===== src/rtl/port_status_pkg.sv =====
/*
  shared constants and types for the port status and adapter power controller.
  assumes a 20 MHz pod clock and a plain one-cycle register port.
*/
package port_status_pkg;

  localparam int unsigned CLK_KHZ        = 20_000;
  localparam int unsigned BLINK_HALF_MS  = 100;
  localparam int unsigned BLINK_CYCLES_D = BLINK_HALF_MS * CLK_KHZ;
  localparam int unsigned BLINK_W        = 24;

  localparam int unsigned ADDR_W = 4;
  localparam int unsigned DATA_W = 32;
  localparam int unsigned ID_W   = 4;

  localparam logic [ADDR_W-1:0] OFS_CTRL   = 4'h0;
  localparam logic [ADDR_W-1:0] OFS_STATUS = 4'h4;
  localparam logic [ADDR_W-1:0] OFS_EXPECT = 4'h8;

  // control register fields
  localparam int unsigned CTRL_SEL_LSB = 0;
  localparam int unsigned CTRL_START   = 4;
  localparam int unsigned CTRL_DONE    = 5;

  // status register fields
  localparam int unsigned ST_SEL_LSB   = 0;
  localparam int unsigned ST_POWER     = 4;
  localparam int unsigned ST_FAULT     = 5;
  localparam int unsigned ST_VREF_SER  = 6;
  localparam int unsigned ST_VREF_PAR  = 7;
  localparam int unsigned ST_ID_MATCH  = 8;
  localparam int unsigned ST_ID_LSB    = 12;

  localparam logic [ID_W-1:0]   ID_NONE      = 4'h0;
  localparam logic [ID_W-1:0]   EXPECT_RESET = 4'h0;

  typedef enum logic [1:0] {
    SEL_IN_SYSTEM = 2'b00,
    SEL_PARALLEL  = 2'b01,
    SEL_ADAPTER   = 2'b10
  } port_sel_e;

  typedef enum logic [1:0] {
    LED_OFF   = 2'b00,
    LED_RED   = 2'b01,
    LED_AMBER = 2'b10,
    LED_GREEN = 2'b11
  } led_color_e;

  typedef enum logic [1:0] {
    PWR_IDLE  = 2'b00,
    PWR_ON    = 2'b01,
    PWR_FAULT = 2'b10
  } pwr_state_e;

  typedef struct packed {
    logic [ADDR_W-1:0] addr;
    logic [DATA_W-1:0] wdata;
    logic              wr;
    logic              rd;
  } reg_req_s;

  typedef struct packed {
    logic              overcurrent;
    logic              vref_par;
    logic              vref_ser;
    logic [ID_W-1:0]   adapter_id;
  } pod_pins_s;

  typedef struct packed {
    led_color_e        serial_led;
    led_color_e        parallel_led;
    logic              adapter_power;
    logic              adapter_active_led;
  } pod_out_s;

endpackage : port_status_pkg


===== src/rtl/port_status_power_control.sv =====
/*
  port indicator and adapter power controller, all logic in one module.
  assumes pins arrive asynchronously and the register master follows the
  one-cycle strobe protocol with read data in the following cycle.
*/
`timescale 1ns/1ps
module port_status_power_control #(
  parameter int unsigned BLINK_CYCLES = port_status_pkg::BLINK_CYCLES_D
) (
  input  wire logic                       clk,
  input  wire logic                       rst_b,
  input  wire port_status_pkg::reg_req_s  req,
  output logic [port_status_pkg::DATA_W-1:0] rdata,
  input  wire port_status_pkg::pod_pins_s pins,
  output port_status_pkg::pod_out_s       pod_out
);
  import port_status_pkg::*;

  if (BLINK_CYCLES < 2 || BLINK_CYCLES >= (64'd1 << BLINK_W)) begin : g_bad_blink
    $error("blink cycle count out of range");
  end

  localparam logic [BLINK_W-1:0] BLINK_LAST = BLINK_W'(BLINK_CYCLES - 1);

  typedef struct packed {
    pod_pins_s         sy1;
    pod_pins_s         sy2;
    pod_pins_s         sy3;
    pod_pins_s         filt;
    port_sel_e         sel;
    logic [ID_W-1:0]   expect_id;
    pwr_state_e        pwr;
    logic [BLINK_W-1:0] blink_cnt;
    logic              blink_phase;
    logic [DATA_W-1:0] rdata;
    pod_out_s          out;
  } state_s;

  localparam state_s STATE_RESET = '{
    sy1:         '0,
    sy2:         '0,
    sy3:         '0,
    filt:        '0,
    sel:         SEL_IN_SYSTEM,
    expect_id:   EXPECT_RESET,
    pwr:         PWR_IDLE,
    blink_cnt:   '0,
    blink_phase: 1'b0,
    rdata:       '0,
    out:         '{serial_led: LED_RED, parallel_led: LED_RED,
                   adapter_power: 1'b0, adapter_active_led: 1'b0}
  };

  state_s state_reg;
  state_s state_next;

  // colour of one target port from selection and sensed reference
  function automatic led_color_e port_color(input logic selected, input logic vref);
    if (!selected) begin
      port_color = LED_RED;
    end else if (!vref) begin
      port_color = LED_AMBER;
    end else begin
      port_color = LED_GREEN;
    end
  endfunction : port_color

  // code 3 names no port, so a write carrying it leaves the selection alone
  function automatic logic sel_code_ok(input logic [1:0] code);
    sel_code_ok = (code != 2'b11);
  endfunction : sel_code_ok

  // control read gives back the selection only; start and done are pulses
  function automatic logic [DATA_W-1:0] ctrl_word(input port_sel_e sel);
    ctrl_word                    = '0;
    ctrl_word[CTRL_SEL_LSB +: 2] = sel;
  endfunction : ctrl_word

  // status word; unused bits read as zero
  function automatic logic [DATA_W-1:0] status_word(
    input port_sel_e       sel,
    input logic            power,
    input logic            fault,
    input logic            vref_ser,
    input logic            vref_par,
    input logic            match,
    input logic [ID_W-1:0] id
  );
    status_word                    = '0;
    status_word[ST_SEL_LSB +: 2]   = sel;
    status_word[ST_POWER]          = power;
    status_word[ST_FAULT]          = fault;
    status_word[ST_VREF_SER]       = vref_ser;
    status_word[ST_VREF_PAR]       = vref_par;
    status_word[ST_ID_MATCH]       = match;
    status_word[ST_ID_LSB +: ID_W] = id;
  endfunction : status_word

  // expected adapter code sits in the low bits
  function automatic logic [DATA_W-1:0] expect_word(input logic [ID_W-1:0] id);
    expect_word            = '0;
    expect_word[ID_W-1:0]  = id;
  endfunction : expect_word

  // power sequencing; a start needs the adapter port and a matching adapter
  function automatic pwr_state_e pwr_step(
    input pwr_state_e cur,
    input logic       start,
    input logic       done,
    input logic       on_adapter,
    input logic       match,
    input logic       oc
  );
    pwr_step = cur;
    unique case (cur)
      PWR_IDLE, PWR_FAULT: begin
        if (start && on_adapter && match) begin
          pwr_step = PWR_ON;
        end
      end
      PWR_ON: begin
        if (oc) begin
          // fault wins over a same-cycle done or deselect
          pwr_step = PWR_FAULT;
        end else if (done || !on_adapter || !match) begin
          pwr_step = PWR_IDLE;
        end
      end
      default: begin
        pwr_step = PWR_IDLE;
      end
    endcase
  endfunction : pwr_step

  // one tick of the blink timer as {phase, count}; it idles outside a fault
  // so every fault opens on a lit phase
  function automatic logic [BLINK_W:0] blink_step(
    input logic               in_fault,
    input logic [BLINK_W-1:0] cnt,
    input logic               phase
  );
    if (!in_fault) begin
      blink_step = '0;
    end else if (cnt == BLINK_LAST) begin
      blink_step = {!phase, {BLINK_W{1'b0}}};
    end else begin
      blink_step = {phase, BLINK_W'(cnt + 1'b1)};
    end
  endfunction : blink_step

  logic       id_match;
  logic       wr_ctrl;
  logic       start_req;
  logic       done_req;
  logic       power_on;
  led_color_e blink_color;

  always_comb begin
    state_next = state_reg;

    // a pin change counts only once the second and third stages agree
    state_next.sy1 = pins;
    state_next.sy2 = state_reg.sy1;
    state_next.sy3 = state_reg.sy2;
    if (state_reg.sy2 == state_reg.sy3) begin
      state_next.filt = state_reg.sy3;
    end

    id_match = (state_reg.filt.adapter_id != ID_NONE) &&
               (state_reg.filt.adapter_id == state_reg.expect_id);

    wr_ctrl   = req.wr && (req.addr == OFS_CTRL);
    start_req = wr_ctrl && req.wdata[CTRL_START];
    done_req  = wr_ctrl && req.wdata[CTRL_DONE];

    if (wr_ctrl && sel_code_ok(req.wdata[CTRL_SEL_LSB +: 2])) begin
      state_next.sel = port_sel_e'(req.wdata[CTRL_SEL_LSB +: 2]);
    end
    if (req.wr && req.addr == OFS_EXPECT) begin
      state_next.expect_id = req.wdata[ID_W-1:0];
    end

    state_next.pwr = pwr_step(state_reg.pwr,
                              start_req,
                              done_req,
                              state_next.sel == SEL_ADAPTER,
                              id_match,
                              state_reg.filt.overcurrent);

    {state_next.blink_phase, state_next.blink_cnt} =
      blink_step(state_reg.pwr == PWR_FAULT,
                 state_reg.blink_cnt,
                 state_reg.blink_phase);

    power_on    = (state_next.pwr == PWR_ON);
    blink_color = state_next.blink_phase ? LED_OFF : LED_RED;

    state_next.out.adapter_power      = power_on;
    state_next.out.adapter_active_led = power_on;
    if (state_next.pwr == PWR_FAULT) begin
      state_next.out.serial_led   = blink_color;
      state_next.out.parallel_led = blink_color;
    end else begin
      // adapter selection leaves both unselected, so both read red
      state_next.out.serial_led   = port_color(state_next.sel == SEL_IN_SYSTEM,
                                               state_reg.filt.vref_ser);
      state_next.out.parallel_led = port_color(state_next.sel == SEL_PARALLEL,
                                               state_reg.filt.vref_par);
    end

    // read data stands only in the cycle after the strobe
    state_next.rdata = '0;
    if (req.rd) begin
      unique case (req.addr)
        OFS_CTRL: begin
          state_next.rdata = ctrl_word(state_reg.sel);
        end
        OFS_STATUS: begin
          state_next.rdata = status_word(state_reg.sel,
                                         state_reg.out.adapter_power,
                                         state_reg.pwr == PWR_FAULT,
                                         state_reg.filt.vref_ser,
                                         state_reg.filt.vref_par,
                                         id_match,
                                         state_reg.filt.adapter_id);
        end
        OFS_EXPECT: begin
          state_next.rdata = expect_word(state_reg.expect_id);
        end
        default: begin
          state_next.rdata = '0;
        end
      endcase
    end
  end

  always_ff @(posedge clk or negedge rst_b) begin
    if (!rst_b) begin
      state_reg <= STATE_RESET;
    end else begin
      state_reg <= state_next;
    end
  end

  assign rdata   = state_reg.rdata;
  assign pod_out = state_reg.out;

endmodule : port_status_power_control


===== config.mk =====
export PLATFORM = sky130hd
export DESIGN_NAME = port_status_power_control
export DESIGN_NICKNAME = d
export VERILOG_FILES = /design/src/rtl/port_status_pkg.sv /design/src/rtl/port_status_power_control.sv
export SDC_FILE = /design/constraint.sdc
export NUM_CORES = 1
export LEC_CHECK = 0
export BUFFER_PORTS_ARGS = -buffer_cell sky130_fd_sc_hd__buf_2
export CORE_MARGIN = 2
export CORE_UTILIZATION = 57
export DETAILED_ROUTE_END_ITERATION = 8
export PLACE_DENSITY = 0.84
export SLEW_MARGIN = 20
export SYNTH_ARGS = -nofsm -noshare
export SYNTH_HDL_FRONTEND = slang
export SYNTH_SLANG_ARGS = --single-unit

===== constraint.sdc =====
create_clock -name clk -period 2.85 [get_ports clk]
set_input_delay 0.855 -clock clk [delete_from_list [all_inputs] [get_ports clk]]
set_output_delay 0.855 -clock clk [all_outputs]
set_load 0.005 [all_outputs]

Word-level counts from Yosys, hierarchy flattened
Index checks and enable logic that the tools add are counted.

$add $sub $neg: 1. Equality and inequality tests: 12. Multiplexer cells: 15. Reductions and logical operators: 18.

Operators by type and width (count): $mux W25 (2); $pmux W16 S3 (1); $add A24 B1 Y24 const B (1); $eq A24 B21 Y1 const B (1); $mux W16 (1); $mux W2 (6); $logic_and A1 B1 Y1 (8); $eq A7 B7 Y1 (1); $eq A2 B1 Y1 const B (3); $eq A2 B2 Y1 const B (3); $eq A4 B3 Y1 const B (1); $eq A4 B4 Y1 (1); $eq A4 B4 Y1 const B (1); $logic_not A2 Y1 (2); $logic_not A4 Y1 (1); $mux W4 (1); $pmux W2 S2 (1); $reduce_bool A4 Y1 (1); $logic_not A1 Y1 (3); $mux W1 (3); $logic_or A1 B1 Y1 (2); $ne A2 B2 Y1 const B (1); $reduce_or A2 Y1 (1).

Register bits after elaboration: 98. Input bits: 47. Output and inout port bits: 38. Logic and storage cells: 71.

Depth between registers and ports, before layout
Depth in word-level cells: 13. Gate-level depth with buffers: 7. Mapped depth without buffers: 6.

Least setup slack after synthesis
No wires, ideal clock.

Kind: in2reg. From: in req[35] in the netlist's numbering. To: reg state_reg, in the netlist pod_out[3]. Library setup time: 0.086 ns. Arrival time: 1.928 ns. Data required time: 2.764 ns. Slack: 0.836 ns. Stages on the path: 5. Buffers on the path: 0. Cell sequence: nor3b_4 -> nand3b_1 -> a21boi_1 -> o41a_1 -> nor3_1.

RTL lines: start: declaration (RTL line port_status_power_control.sv:12) `input wire port_status_pkg::reg_req_s req,`; end signal: assignment (RTL line port_status_power_control.sv:241) `state_reg <= state_next;`; end: declaration (RTL line port_status_power_control.sv:54) `state_s state_reg;`.

==> results.yml <==
synthesis:
  netlist_top_cells_area: "dfrtp_1, buf_4, xnor2_1"
  synth_area_per_cell_um2: 11.8
  ys_types: 42
  synth_top_cell_by_area: "dfrtp_1"
  synth_edf_count: 0
  synthArstFlopShare_pct: 100
  synth-seq-area-share_pct: 56.8
  synthFlopType: "dfrtp_1"
  syn_inst: 296
  synth_seq_cells: 79
  yosysWarnings: 0
  syn-cell-area_um2: 3480
  synth_top_area_share_pct: 55.3
power_and_ir_drop:
  seqPwrFrac_pct: 54.0
  power.net_switching_mw: 0.544
  total_power_mw: 2.32
  p_int_mw: 1.77
  p_per_area_nw_per_um2: 613
  combPwrFrac_pct: 8.5
  ir_worst_vdd_mv: 0.282
  leakagePower_nw: 1.72
  clockPowerShare_pct: 37.5
  swShare_pct: 23.5
worst_setup_path:
  path_cells: "buf_2, nor3b_4, nand3b_1, a21boi_1, o41a_1, nor3_1"
  critical_path.endpoint_type: "register"
  required_ns: 3.10
  cpLargestDelayFamily: "simple AND/OR/NAND/NOR gates"
  worstReg2RegStart: "state_reg[61]$_DFF_PN0_"
  r2r_cells: 5
  arrival_ns: 2.26
  cp-startpoint: "req[35]"
  r2r_setup_slack_ns: 0.88
  crit_type: "primary input to register"
  worstReg2RegEnd: "state_reg[42]$_DFF_PN0_"
  cp_num_buf_inv: 1
  start_kind: "primary input"
  cp.depth: 6
  critical_path.max_fanout: 5
  max_stage_delay_ns: 0.45
  cpMaxStageDelayCell: "o41a_1"
die:
  start_util_pct: 58.8
  row_count: 28
  die_w_um: 82.2
  die_h_um: 82.2
  num_io_pins: 85
  die_area_um2: 6750
  core_area_um2: 5920
cts:
  holdBufCountCts: 0
  cts_setup_buffers: 0
  cts_buffers: 9
  cts_tree: "yes"
  cts.repair.resized: 0
  clockBufferDepth: 2
  htree_levels: 3
  cts.clk_slew.worst_paths_ns: 0.08
  cts_sinks: 79
  root_buffer: "clkbuf_8"
  clk_latency_ns: 0.34
detailed_routing:
  vias: 2101
  drtIter0Drc: 137
  vias_per_cell: 5.19
  routed_wl_mm: 5.54
  antenna_left: 0
  wl_per_cell_um: 13.7
  drc: 0
  detail_route.first_pass.iterations: 4
global_routing:
  grt_util_all_layers_pct: 18.8
  antenna_found_initial: 0
  gr-total-overflow: 0
  grt_pass1_wl_mm: 9.38
  grt_pass1_vias: 2066
  grt_max_degree: 48
timing:
  finalHoldViolations: 0
  maxSlewViolCount: 0
  worst_pin_slew_ns: 0.567
  maxSlewHeadroom_pct: 62.2
  period_needed_ns: 2.01
  rsz0062_at_grt: "false"
  setup_viol: 0
  period_share_pct: 70.5
  fmax_ghz: 0.498
  finClkSkew_ns: 0.00784
  setup_tns_ns: 0
worst_hold_path:
  hold_depth: 0
  hold_end: "state_next[81]$_DFF_PN0_"
  hp-start: "state_next[88]$_DFF_PN0_"
  hp-class: "register to register"
final_layout:
  most-common-layout-cells: "dfrtp_1, buf_2, nor2_1, xnor2_1, conb_1"
  nets: 373
  nFillCells: 444
  n_antenna_cell: 0
  drive_gt1_share_pct: 24.2
  largest_reg_flops: 47
  areaGrowthSynthToFinish_pct: 8.55
  final_common_cell: "dfrtp_1"
placement:
  hpwl_mm: 3.86
  gp_congestion: 0.812
  port_buffers: 39
flow_run:
  drv_cap: 0
run_status:
  status: "completed"
## final cells by class
type	instances	area, µm²	share of cell area [%]
Clock inverter	4	51.3	1.36
Timing Repair Buffer	41	225	5.96
Multi-Input combinational cell	185	1230	32.6
Sequential cell	79	1980	52.3
Clock buffer	12	165	4.37
Tap cell	75	93.8	2.48
Inverter	9	33.8	0.893
## cells in the mapped netlist (5+ instances only)
cell type  count
mux2_2        11
nor3_1        11
nor2_1        32
dfrtp_1       77
nand3_1        8
xor2_1         8
nand2_1       13
and2_1        10
nand4_1        5
buf_4         40
xnor2_1       24
inv_1          9
## logic make-up after synthesis
kind of cell | after synthesis | share of synthesized area (%)
XOR/XNOR | 32 | 8.05
AO/OA/AOI/OAI | 13 | 3.16
AND/OR/NAND/NOR | 109 | 18.2
adder cells (fa/ha/maj) | 1 | 0.359
other | 1 | 0.108
buffers and inverters | 50 | 9.73
flip-flops | 79 | 56.8
multiplexers | 11 | 3.56
## power groups by stage
stage / registers (mW) / clock network (mW) / logic [mW]
floorplan: 1.25 / 0 / 0.162
detailed placement: 1.27 / 0 / 0.198
CTS: 1.25 / 0.887 / 0.199
global route: 1.26 / 0.938 / 0.223
global placement: 1.27 / 0 / 0.189
finish: 1.25 / 0.870 / 0.196
## worst reg2reg max path, stage by stage (launching register included)
cell	delay [ns]
dfrtp_1	0.41
or4b_1	0.54
nor4_2	0.28
nand3_1	0.14
nand2b_2	0.35
nor2_1	0.11
## how the worst max path moves through the flow
stage                                end
floorplan           pod_out[3]$_DFF_PN0_
global placement    pod_out[3]$_DFF_PN0_
detailed placement  pod_out[5]$_DFF_PN0_
CTS                 pod_out[5]$_DFF_PN0_
global route        pod_out[5]$_DFF_PN0_
finish              pod_out[5]$_DFF_PN0_
## through the flow
step	std cells	area [µm²]	hold WS [ns]	utilization (%)	setup WS, ns
3_3_place_gp	389	3560	0.332	60.2	0.548
4_1_cts	405	3780	0.352	63.9	0.839
3_5_place_dp	389	3560	0.335	60.2	0.477
5_1_grt	405	3780	0.361	63.9	0.705
2_1_floorplan	314	3550	0.331	-	0.836
6_report	405	3780	0.351	63.9	0.841
## layer usage
metal  vias to the layer above  global-route usage, %  wire (µm)
met4                         0                   8.67         95
met1                      1033                   22.8       2330
met3                        10                   5.00        304
met2                        66                   31.5       2820
met5                         -                      0          0
li1                        992                      -          -
Note: power is estimated with default switching activity, not from simulation.
